`src/hw/lrc_params.svh`:
```
// lrc_params.svh: register offsets, field positions and reset values of the check block
// assumes: included by bare name from the residue, counter and checker design files; the package does not include it
`ifndef LRC_PARAMS_SVH
`define LRC_PARAMS_SVH
`define LRC_OFS_CONFIG   5'h00
`define LRC_OFS_RATIO    5'h04
`define LRC_OFS_BLKSIZE  5'h08
`define LRC_OFS_RESIDUE  5'h0c
`define LRC_OFS_CONTROL  5'h10
`define LRC_OFS_STATUS   5'h14
`define LRC_OFS_DPRESET  5'h18
`define LRC_OFS_TCOUNT   5'h1c
`define LRC_CFG_GEN      0
`define LRC_CFG_CCE      1
`define LRC_CFG_BCM      2
`define LRC_CTL_LD       0
`define LRC_CTL_LDL      1
`define LRC_STS_MIS      0
`define LRC_STS_DMIS     1
`define LRC_STS_BUSY     2
`define LRC_STS_HALT     3
`define LRC_SEED         16'haaaa
`define LRC_RATIO_RST    8'h00
`define LRC_BLKSIZE_RST  16'h01ff
`define LRC_CFG_RST      3'h0
`endif

```
`src/hw/lrc_pkg.sv`:
```
// lrc_pkg: types shared by the check block
// assumes: nothing beyond the compiler
package lrc_pkg;
    typedef enum logic [2:0] {
        st_idle   = 3'b000,
        st_xfer   = 3'b001,
        st_insert = 3'b010,
        st_strip  = 3'b011,
        st_halt   = 3'b100
    } lrc_state_type;
endpackage : lrc_pkg

```
`src/hw/lrc_block_counter.sv`:
```
// lrc_block_counter: words within a physical block, physical blocks within a logical block
// assumes: block size in bytes minus one and odd, ratio high nibble = first span minus one
`include "lrc_params.svh"
module lrc_block_counter
    import lrc_pkg::*;
(
    input  wire logic        core_clk_i,
    input  wire logic        nrst_i,
    input  wire logic        clear_i,
    input  wire logic        start_i,
    input  wire logic        step_i,
    input  wire logic [15:0] blk_size_i,
    input  wire logic [7:0]  ratio_i,
    output logic             blk_last_o,
    output logic             log_last_o
);
    logic [14:0] word_q;
    logic [14:0] word_d;
    logic [3:0]  phys_q;
    logic [3:0]  phys_d;

    always_comb begin
        word_d = word_q;
        phys_d = phys_q;
        if (clear_i) begin
            word_d = 15'h0000;
            phys_d = ratio_i[3:0];
        end else if (start_i) begin
            word_d = 15'h0000;
            phys_d = ratio_i[7:4];
        end else if (step_i) begin
            if (blk_last_o) begin
                word_d = 15'h0000;
                phys_d = log_last_o ? ratio_i[3:0] : phys_q - 4'h1;
            end else begin
                word_d = word_q + 15'h0001;
            end
        end
    end

    always_ff @(posedge core_clk_i or negedge nrst_i) begin
        if (!nrst_i) begin
            word_q <= 15'h0000;
            phys_q <= 4'h0;
        end else begin
            word_q <= word_d;
            phys_q <= phys_d;
        end
    end

    assign blk_last_o = (word_q == blk_size_i[15:1]);
    assign log_last_o = (phys_q == 4'h0);

    chk_logical_reload: assert property (@(posedge core_clk_i) disable iff (!nrst_i)
        (step_i && !clear_i && !start_i && blk_last_o && log_last_o)
        |=> phys_q == $past(ratio_i[3:0]) && word_q == 15'h0000)
        else $error("logical block did not reload the ratio");
endmodule : lrc_block_counter

```
`config.mk`:
```
export PLATFORM = sky130hd
export DESIGN_NAME = lrc_block_counter
export DESIGN_NICKNAME = d
export VERILOG_FILES = /design/src/hw/lrc_pkg.sv /design/src/hw/lrc_block_counter.sv
export VERILOG_INCLUDE_DIRS = /design/src /design/src/hw
export SDC_FILE = /design/constraint.sdc
export NUM_CORES = 1
export LEC_CHECK = 0
export ABC_AREA = 1
export BUFFER_PORTS_ARGS = -buffer_cell sky130_fd_sc_hd__buf_2
export CELL_PAD_IN_SITES_DETAIL_PLACEMENT = 1
export CELL_PAD_IN_SITES_GLOBAL_PLACEMENT = 2
export CORE_UTILIZATION = 29
export CTS_CLUSTER_DIAMETER = 150
export DETAILED_ROUTE_END_ITERATION = 7
export PLACE_DENSITY = 0.81
export SETUP_SLACK_MARGIN = 0.1
export SYNTH_ARGS = -nofsm -noshare
export SYNTH_HDL_FRONTEND = slang
export SYNTH_SLANG_ARGS = --single-unit
export TNS_END_PERCENT = 30
```
`constraint.sdc`:
```
create_clock -name core_clk_i -period 1.8 [get_ports core_clk_i]
set_input_delay 0.18 -clock core_clk_i [delete_from_list [all_inputs] [get_ports core_clk_i]]
set_output_delay 0.18 -clock core_clk_i [all_outputs]
set_load 0.05 [all_outputs]
```
Yosys cells after proc, flatten, opt, wreduce, memory -nomap -nowiden
Cells that the tools add are included.
Widths: inputs -> output; s select.
- input port bits: 29
- output and inout bits: 2
- logic and storage cells: 18
- flip-flop bits (word level): 19
- equality and inequality tests: 1
- reduce and logical (&&, ||, !) cells: 4
- $add $sub $neg: 2
- mux-type cells: 9
- operator list (cell ; number):
    $mux 15 ; 4
    $mux 4 ; 5
    $add 15x1->15 const B ; 1
    $eq 15x15->1 ; 1
    $reduce_bool 3->1 ; 2
    $logic_not 4->1 ; 1
    $sub 4x1->4 const B ; 1
    $reduce_and 2->1 ; 1

Logic depth before layout (Yosys ltp)
Gate-level depths: netlist of run 1.
- depth after elaboration: 6
- gate-level depth with buffers: 11

Worst setup path after synthesis of run 1
Ideal clock, no wire load.
- path kind: register to register
- from: register phys_q[0]
- to: register phys_q[3]
- buffers on the path: 0
- library setup time: 65 ps
- cell stages (with the launch flop): 11
- arrival time: 1510 ps
- period minus slack after synthesis: 1575 ps
- setup slack: 225 ps
- cell sequence: dfrtp_1 -> inv_1 -> ha_1 -> nand2_1 -> inv_1 -> nand2_1 -> nand2_1 -> inv_1 -> a21oi_1 -> nand3_1 -> nand2_1
- longest elaborated chain between the ends: 6
- elaborated cells on any way between the ends: 7
- classes of those cells: 1 x add/sub; 5 x mux; 1 x reduce/logical
- ends and longest elaborated chain (element ; line ; RTL):
    start: declaration ; lrc_block_counter.sv:19 ; logic [3:0] phys_q;
    start signal: assignment ; lrc_block_counter.sv:47 ; phys_q <= phys_d;
    $logic_not 4->1 ; lrc_block_counter.sv:52 ; assign log_last_o = (phys_q == 4'h0);
    named net log_last_o ; lrc_block_counter.sv:15 ; output logic log_last_o
    $mux 4 ; lrc_block_counter.sv:34 ; phys_d = log_last_o ? ratio_i[3:0] : phys_q - 4'h1;
    $mux 4 ; lrc_block_counter.sv:32 ; if (blk_last_o) begin
    $mux 4 ; lrc_block_counter.sv:31 ; end else if (step_i) begin
    $mux 4 ; lrc_block_counter.sv:28 ; end else if (start_i) begin
    $mux 4 ; lrc_block_counter.sv:25 ; if (clear_i) begin
The timed path passes the listed nets, and every way through them passes these cells. The select of a mux whose other input is x is not followed.
A chain may end at the register's enable or synchronous reset.

Final worst setup path of run 1
- from: register word_q[8]
- to: output blk_last_o
- longest elaborated chain between the ends: 1
- ends and longest elaborated chain (element ; line ; RTL):
    start: declaration ; lrc_block_counter.sv:17 ; logic [14:0] word_q;
    start signal: assignment ; lrc_block_counter.sv:46 ; word_q <= word_d;
    $eq 15x15->1 ; lrc_block_counter.sv:51 ; assign blk_last_o = (word_q == blk_size_i[15:1]);
    end: declaration ; lrc_block_counter.sv:14 ; output logic blk_last_o,
Every way passes these cells.

==> results of run 1 <==
-- through the flow --
step / setup WS [ps] / instances
floorplan: 225 / 232
global placement: 206 / 331
detailed placement: 179 / 331
CTS: 102 / 338
global route: 20.0 / 343
finish: 135 / 343
-- cells in the mapped netlist, drive strengths merged --
| master | n |
|---|---|
| and2 | 1 |
| nor3 | 5 |
| a22oi | 2 |
| o22ai | 1 |
| nand2 | 85 |
| buf | 1 |
| dfrtp | 19 |
| xor2 | 7 |
| inv | 42 |
| o211ai | 1 |
| nand4 | 2 |
| ha | 2 |
| a21oi | 3 |
| o21ai | 10 |
| nand3 | 13 |
| nor2 | 36 |
| xnor2 | 2 |
-- area by class of cell --
cell class / instances / area [um^2] / share of cell area
Inverter: 42 / 165 / 0.0879
Clock inverter: 1 / 5.00 / 0.00266
Timing Repair Buffer: 38 / 224 / 0.119
Sequential cell: 19 / 483 / 0.257
Clock buffer: 3 / 41.3 / 0.0220
Multi-Input combinational cell: 170 / 873 / 0.465
Tap cell: 70 / 87.6 / 0.0466
-- flip-flops by register name (all words and copies together), names as in the netlist --
name    count
word_q     15
phys_q      4
-- metal layers --
layer	share of wire	track usage
met5	0	0
met4	0.0025	0.0189
met3	0.023	0.0285
met2	0.52	0.286
met1	0.45	0.200
-- worst max-delay path by stage --
stage | slack (ps) | cells past startpoint | startpoint | end
finish | 130 | 9 | word_q[8] | blk_last_o
global route | 20 | 9 | word_q[11] | blk_last_o
CTS | 100 | 8 | word_q[5] | blk_last_o
detailed placement | 180 | 10 | word_q[0] | word_q[14]
global placement | 210 | 10 | word_q[3] | word_q[7]
floorplan | 220 | 10 | phys_q[0] | phys_q[3]
-- timing repair --
action	4_1_cts	5_1_grt
pin swaps	1	4
setup buffers	2	5
hold endpoints to repair	19	0
hold buffers	1	0
setup endpoints to repair	1	15
resized for setup	8	7
-- cell families after synthesis --
family                     count (synthesis)
DFF                                       19
xor gates and xnor gates                   9
and+or+nand+nor                          142
adders and majority gates                  2
AOI/OAI and AO/OA                         17
buffers and inverters                     43
-- power by group --
part	internal [mW]	switching (mW)
clock network	0.154	0.162
registers	0.443	0.0182
logic	0.0839	0.125
total	0.681	0.305
-- worst max-delay path: stages (launching register included) --
cell	delay, ps
dfrtp_1	380
inv_2	70
nand2_1	70
nand2_1	50
nor2_1	100
nand2_1	110
nor2_2	130
nand2_2	100
inv_2	60
buf_6	140
==> metrics, run 1 <==
Critical Path RT 1620 ps; GP Congestion 0.703; Lkg Pwr 0.968 nW; antenna violations before repair 0; # DRC 0; placed inst area 1750 um^2; Initial Utilization 0.301; clock sink count 19; maximum number of pins on one net before global-route repair 20; Final Net Count 305; Worst R2R Path Depth 10; max_cap viols 0; Synth Area in Compound Gates 0.0615; vias in the first global route 1485; final wirelength 3930 um; Finished Cell Area 1880 um^2; layout cell share with drive strength beyond 1 0.282; CP startpoint kind flip-flop; fmax 601 MHz; Via Count 1517; Antenna Diode Count 0; worst r2r dst word_q[14]; Critical R2R Launch word_q[1]; worst skew pair latency 260 ps; Worst EP arrival 1490 ps; core footprint 5070 um^2; Synth Instances 232; dominant cells by area after synthesis dfrtp_1, nand2_1, inv_1; PD cells 525 nW/um^2; Crit Path Class reg2out; Worst Max-Slew Pin Slew 459 ps; endpoints failing setup 0; CTS HTree Levels 1; Avg Cell Area, Syn 6.58 um^2; Slew headroom 0.694; Hold Fails Final Rpt 0; # IOs 31; Final Max Slew Viols 0; clk slew on worst S/H paths 80 ps; post-synthesis sequential area ratio 0.311; Clock Skews 2.88 ps; final core occ 0.370; status complete, no violations; largest family of logic cells by synthesized area simple AND/OR/NAND/NOR gates; crit path capture type primary output; Worst Min Path Start step_i; worst hold path type in2reg; fin crit share 0.925; warnings from Yosys 0; Antenna Violating Nets Remaining 0; Netlist cell types 27; leading cell types in the layout, fill and taps excluded nand2_1, inv_1, buf_2, nor2_1, dfrtp_1; drt wl/cell 11.5 um; die width 74.6 um; DR iter-0 viols 46; mux contribution to synthesized area 0; Clock Tree Buf Depth 2; Syn-to-layout area delta 23.1%; post-synthesis register bit count 19; fin crit period 1670 ps; Max VDD drop 0.000281 V; cts bufs inserted 3; global-route wire length before repair 6720 um; Hold Path End word_q[13]; critical-path maximum fanout 4; Detail Placement HPWL 3050 um; Mapped Area 1530 um^2; RSZ-0062 raised after global routing true; CTS tree done; Die ar. 5560 um^2; share of the synthesized area in the top cell type 0.311; Total Power 986 uW; Fillers 702; most area-hungry cell type in the Yosys netlist dfrtp_1; port buffer count 29; root buffer cell clkbuf_8; Die Y-Extent 74.6 um; WHS Path Cells 3; Post-Synth Simple-Gate Area 0.438; r2r setup slk 260 ps; Mapped Nets 263; grt total ovfl 0; most common cell after layout, fill and taps aside nand2_1; hold_ws 236 ps; vias per inst 4.42; Pre-antenna DRT Iters 4; Final TNS setup 0 ps; All-Layer GR Usage 0.158; Synth Area in XOR/XNOR 0.0516; adder-cell share of the synthesized area 0.0164; Rows 26
Power figures use the tool's default switching activity.
==> run 2: changes to the inputs <==
==> constraint.sdc (replaced) <==
create_clock -name core_clk_i -period 1.6 [get_ports core_clk_i]
set_input_delay 0.16 -clock core_clk_i [delete_from_list [all_inputs] [get_ports core_clk_i]]
set_output_delay 0.16 -clock core_clk_i [all_outputs]
set_load 0.05 [all_outputs]
==> metrics, run 2 (synthesis results as in run 1) <==
CTS tree done; vias in the first global route 1532 (+3.2%); Final TNS setup 0 ps (unchanged); Max VDD drop 0.000229 V (-18%); Hold Fails Final Rpt 0 (unchanged); die width 74.6 um (unchanged); leading cell types in the layout, fill and taps excluded nand2_1, inv_1, buf_2, buf_4, nor2_1; worst skew pair latency 270 ps (about the same); final wirelength 3980 um (+1.2%); DR top layer met4; Metal-1 WL 1910 um (+6.9%); crit path capture type primary output; met2 WL 1940 um (-5.0%); WHS Path Cells 3 (unchanged); Worst R2R Path Depth 12 (+2); Final Max Slew Viols 0 (unchanged); root buffer cell clkbuf_8; max_cap viols 0 (unchanged); antenna violations before repair 0 (unchanged); Fillers 695 (-1.0%); layout cell share with drive strength beyond 1 0.356 (+0.0741); GP Congestion 0.698 (-0.68%); Via Count 1565 (+3.2%); Largest regs word_q x15, phys_q x4; clk slew on worst S/H paths 90 ps (about the same); met3 WL 89 um (-2.2%); Worst Max-Slew Pin Slew 465 ps (+5.85 ps); grt total ovfl 0 (unchanged); DR iter-0 viols 36 (-22%); RSZ-0062 raised after global routing true; worst hold path type in2reg; Detail Placement HPWL 3020 um (-1.1%); fmax 635 MHz; All-Layer GR Usage 0.160 (+0.00221); Die Y-Extent 74.6 um (unchanged); Cell Chain, Critical Path inv_1 > nand2_1 > nand2_1 > nor2_1 > nand2_1 > nor2_1 > nand2_2 > inv_2 > buf_8; port buffer count 29 (unchanged); Slowest-stage cell, CP dfrtp_1; Worst EP arrival 1410 ps (-80 ps); drt wl/cell 11.0 um (-4.1%); cts bufs inserted 3 (unchanged); Pre-antenna DRT Iters 4 (unchanged); Crit Path Class reg2out; Die ar. 5560 um^2 (unchanged); Largest Register word_q; fin crit share 0.984; fin crit period 1570 ps; Lkg Pwr 1.09 nW (+13%); crit-path most repeated cell nand2_1; Setup Slack @ Placement 69.2 ps (-110 ps); area of the multi-input gates 920 um^2 (+5.3%); Slew headroom 0.690 (-0.00390); final setup margin 26.1 ps (-109 ps); CTS HTree Levels 1 (unchanged); CP startpoint kind flip-flop; PD cells 545 nW/um^2 (+3.9%); hold_ws 237 ps (+1.53 ps); critical-path maximum fanout 3 (-1); # IOs 31 (unchanged); Rows 26 (unchanged); Max stage delay on crit path 370 ps (about the same); Initial Utilization 0.301 (unchanged); Critical Path RT 1440 ps (-180 ps); global-route wire length before repair 6770 um (+0.71%); Syn-to-layout area delta 36.1%; maximum number of pins on one net before global-route repair 20 (unchanged); Antenna Diode Count 0 (unchanged); vias per inst 4.32 (-2.3%); Clock Skews 13.8 ps (+10.9 ps); endpoints failing setup 0 (unchanged); Final Net Count 324 (+6.2%); Clock Tree Buf Depth 2 (unchanged); clock sink count 19 (unchanged); core footprint 5070 um^2 (unchanged); max reg flops 15 (unchanged); Antenna Violating Nets Remaining 0 (unchanged); most common cell after layout, fill and taps aside nand2_1; status complete, no violations; Total Power 1.13 mW (+15%); storage element area 477 um^2 (-1.3%); # DRC 0 (unchanged)
[run 2: where the power goes]
group          internal [mW]  switching, mW  leakage [nW]
registers              0.498         0.0169         0.256
clock network          0.174          0.177        0.0255
logic                  0.113          0.154         0.811
total                  0.784          0.348          1.09
[run 2: layout make-up]
cell class / count / share of cell area
multi-input combinational: 170 / 0.443
sequential: 19 / 0.230
clock inverter: 1 / 0.00241
tap: 70 / 0.0422
inverter: 42 / 0.0813
clock buffer: 3 / 0.0199
timing repair buffer: 57 / 0.182
[run 2: worst max-delay path: cells and delay by family (launching register included)]
family	cells	cell delay (ps)
AND/OR/NAND/NOR	6	500
flip-flops	1	370
buffers and inverters	3	280
[run 2: worst paths after layout]
path / start / to / slack (ps)
min: step_i / word_q[0] / 240
min reg2reg: phys_q[1] / phys_q[1] / 530
max: word_q[12] / blk_last_o / 30
max reg2reg: word_q[12] / word_q[2] / 40
max in group asynchronous: nrst_i / word_q[2] / 870
min in group asynchronous: nrst_i / word_q[10] / 370
[run 2: layer usage]
metal / GRT usage / vias up
li1: - / 826
met1: 0.220 / 719
met2: 0.261 / 16
met3: 0.0230 / 4
met4: 0.0482 / 0
met5: 0 / -
[run 2: timing repair]
action                                 in CTS  in global routing
hold buffers                                1                  0
setup buffers                              16                  1
setup endpoints to repair                  12                 21
pin swaps                                  14                 12
endpoints found under the hold margin      19                  0
gates cloned                                0                  0
resized for setup                          12                 18
[run 2: stage by stage]
step                      cell area, um^2  cells  utilization
after floorplan                      1540    232            -
after global routing                 2080    362        0.409
final                                2080    362        0.409
after detailed placement             1820    340        0.359
after global placement               1820    340        0.359
after CTS                            2030    361        0.399
==> run 3: changes to the inputs <==
--- a/config.mk
+++ b/config.mk
@@ -7,9 +7,10 @@
 export NUM_CORES = 1
 export LEC_CHECK = 0
 export ABC_AREA = 1
-export BUFFER_PORTS_ARGS = -buffer_cell sky130_fd_sc_hd__buf_2
+export BUFFER_PORTS_ARGS = -buffer_cell sky130_fd_sc_hd__buf_4
 export CELL_PAD_IN_SITES_DETAIL_PLACEMENT = 1
 export CELL_PAD_IN_SITES_GLOBAL_PLACEMENT = 2
+export CORE_MARGIN = 10
 export CORE_UTILIZATION = 29
 export CTS_CLUSTER_DIAMETER = 150
 export DETAILED_ROUTE_END_ITERATION = 7
==> metrics, run 3 (synthesis results as in run 1) <==
clk slew on worst S/H paths 80 ps (about the same); Cell Chain, Critical Path nor2_1 > nor2_1 > nor2_1 > nand2_1 > nor2_2 > nand2_2 > inv_2 > buf_8; core footprint 5110 um^2 (+0.64%); Hold Fails Final Rpt 0 (unchanged); Largest regs word_q x15, phys_q x4; Die Y-Extent 92.6 um (+24%); grt total ovfl 0 (unchanged); Sw Pwr 361 uW (+3.8%); leading cell types in the layout, fill and taps excluded nand2_1, buf_4, inv_1, nor2_1, dfrtp_1; layout cell share with drive strength beyond 1 0.362 (+0.00561); final core occ 0.427 (+0.0182); Setup Slack @ Placement 80.2 ps (+11.0 ps); fin crit share 0.993 (+0.00892); DR iter-0 viols 44 (+22%); CTS tree done; Via Count 1619 (+3.5%); Final TNS setup 0 ps (unchanged); status complete, no violations; Slew headroom 0.828 (+0.138); crit-path most repeated cell nor2_1; Initial Utilization 0.299 (-0.00192); Final Net Count 325 (+0.31%); CP startpoint kind flip-flop; Syn-to-layout area delta 43.0%; internal power 817 uW (+4.2%); endpoints failing setup 0 (unchanged); GP Congestion 0.743 (+6.4%); worst skew pair latency 260 ps (about the same); Lkg Pwr 1.10 nW (+0.95%); # DRC 0 (unchanged); antenna violations before repair 0 (unchanged); Pre-antenna DRT Iters 4 (unchanged); Total Power 1.18 mW (+4.1%); final wirelength 4520 um (+14%); root buffer cell clkbuf_8; Fillers 689 (-0.86%); Antenna Diode Count 0 (unchanged); Die ar. 8570 um^2 (+54%); crit path capture type primary output; maximum number of pins on one net before global-route repair 20 (unchanged); max_cap viols 0 (unchanged); Worst EP arrival 1430 ps (+20 ps); final setup margin 11.9 ps (-14.3 ps); global-route wire length before repair 7870 um (+16%); Crit Path Class reg2out; fmax 630 MHz (-0.90%); cts bufs inserted 3 (unchanged); vias per inst 4.46 (+3.2%); Net Sw Frac 0.306 (-0.000999); Rows 26 (unchanged); Clk network pwr share 0.299 (-0.011); Max stage delay on crit path 440 ps (+70 ps); Comb pwr share 0.263 (+0.027); Final Max Slew Viols 0 (unchanged); Largest Register word_q; most common cell after layout, fill and taps aside nand2_1; drt wl/cell 12.4 um (+13%); fin crit period 1590 ps (+14.3 ps); Worst Max-Slew Pin Slew 256 ps (-209 ps); All-Layer GR Usage 0.108 (-0.0521); Clock Tree Buf Depth 2 (unchanged); Max VDD drop 0.000343 V (+50%); die width 92.6 um (+24%); Clock Skews 5.39 ps (-8.39 ps); Slowest-stage cell, CP dfrtp_2; port buffer count 29 (unchanged); critical-path maximum fanout 5 (+2); clock sink count 19 (unchanged); Antenna Violating Nets Remaining 0 (unchanged); PD cells 540 nW/um^2 (-0.98%); max reg flops 15 (unchanged); worst hold path type in2reg; vias in the first global route 1750 (+14%); # IOs 31 (unchanged); Sequential Power Share 0.438 (-0.017); RSZ-0062 raised after global routing true; Detail Placement HPWL 3370 um (+12%); CTS HTree Levels 1 (unchanged); Critical Path RT 1440 ps (about the same)
[run 3: changes by cell type in the layout (fill, tap and decap cells not counted), moves of 2 or more]
cell | previous run | this run
nor2_2 | 11 | 14
ha_4 | 0 | 2
nand2_8 | 0 | 2
ha_2 | 2 | 0
buf_4 | 26 | 52
buf_2 | 27 | 0
nor2_4 | 5 | 3
[run 3: final cells by class]
cell class | instances | area, um^2 | share of cell area
Inverter | 42 | 174 | 0.0797
Timing Repair Buffer | 57 | 449 | 0.206
Sequential cell | 19 | 478 | 0.219
Tap cell | 70 | 87.6 | 0.0401
Clock buffer | 4 | 45.0 | 0.0206
Multi-Input combinational cell | 171 | 950 | 0.435
[run 3: what timing repair did]
| item | 4_1_cts | 5_1_grt |
|---|---|---|
| hold buffers | 1 | 0 |
| gates cloned | 0 | 1 |
| pin swaps | 11 | 11 |
| endpoints found under the setup margin | 13 | 21 |
| hold endpoints to repair | 19 | 0 |
| resized for setup | 14 | 19 |
| buffers inserted | 11 | 6 |
[run 3: critical path: cells and delay by family, from the launching register on]
kind / cells / cell delay [ps]
buffers and inverters: 2 / 190
AND/OR/NAND/NOR: 6 / 530
flip-flops: 1 / 440
[run 3: per-layer routing]
metal  share of wire  up-vias  track usage
li1                -      827            -
met4          0.0084        0       0.0116
met3           0.027        4       0.0242
met2            0.51       15        0.196
met5               0        -            0
met1            0.45      773        0.130
[run 3: power by group through the flow]
stage / clock, mW / sequential, mW / combinational (mW)
floorplan: 0 / 0.521 / 0.157
CTS: 0.358 / 0.516 / 0.284
detailed placement: 0 / 0.528 / 0.263
global placement: 0 / 0.526 / 0.258
global route: 0.380 / 0.519 / 0.353
finish: 0.353 / 0.516 / 0.310
[run 3: path summary, 6_finish.rpt]
path                            slack [ps]  depth (start not counted)       from    endpoint
worst max-delay path                    10                          8  word_q[0]  blk_last_o
worst min-delay path                   230                          3     step_i  word_q[13]
worst max register to register          30                         12  word_q[0]   word_q[1]
worst min register to register         520                          2  phys_q[1]   phys_q[1]
max in group asynchronous             1070                          2     nrst_i   word_q[0]
min in group asynchronous              300                          2     nrst_i   word_q[6]
[run 3: metrics by stage]
stage | instance area (um^2) | hold slack [ps] | cells
floorplan | 1540 | -136 | 232
finish | 2180 | 234 | 363
global route | 2180 | 238 | 363
CTS | 2080 | 229 | 356
detailed placement | 1900 | 57.7 | 340
global placement | 1900 | 53.6 | 340
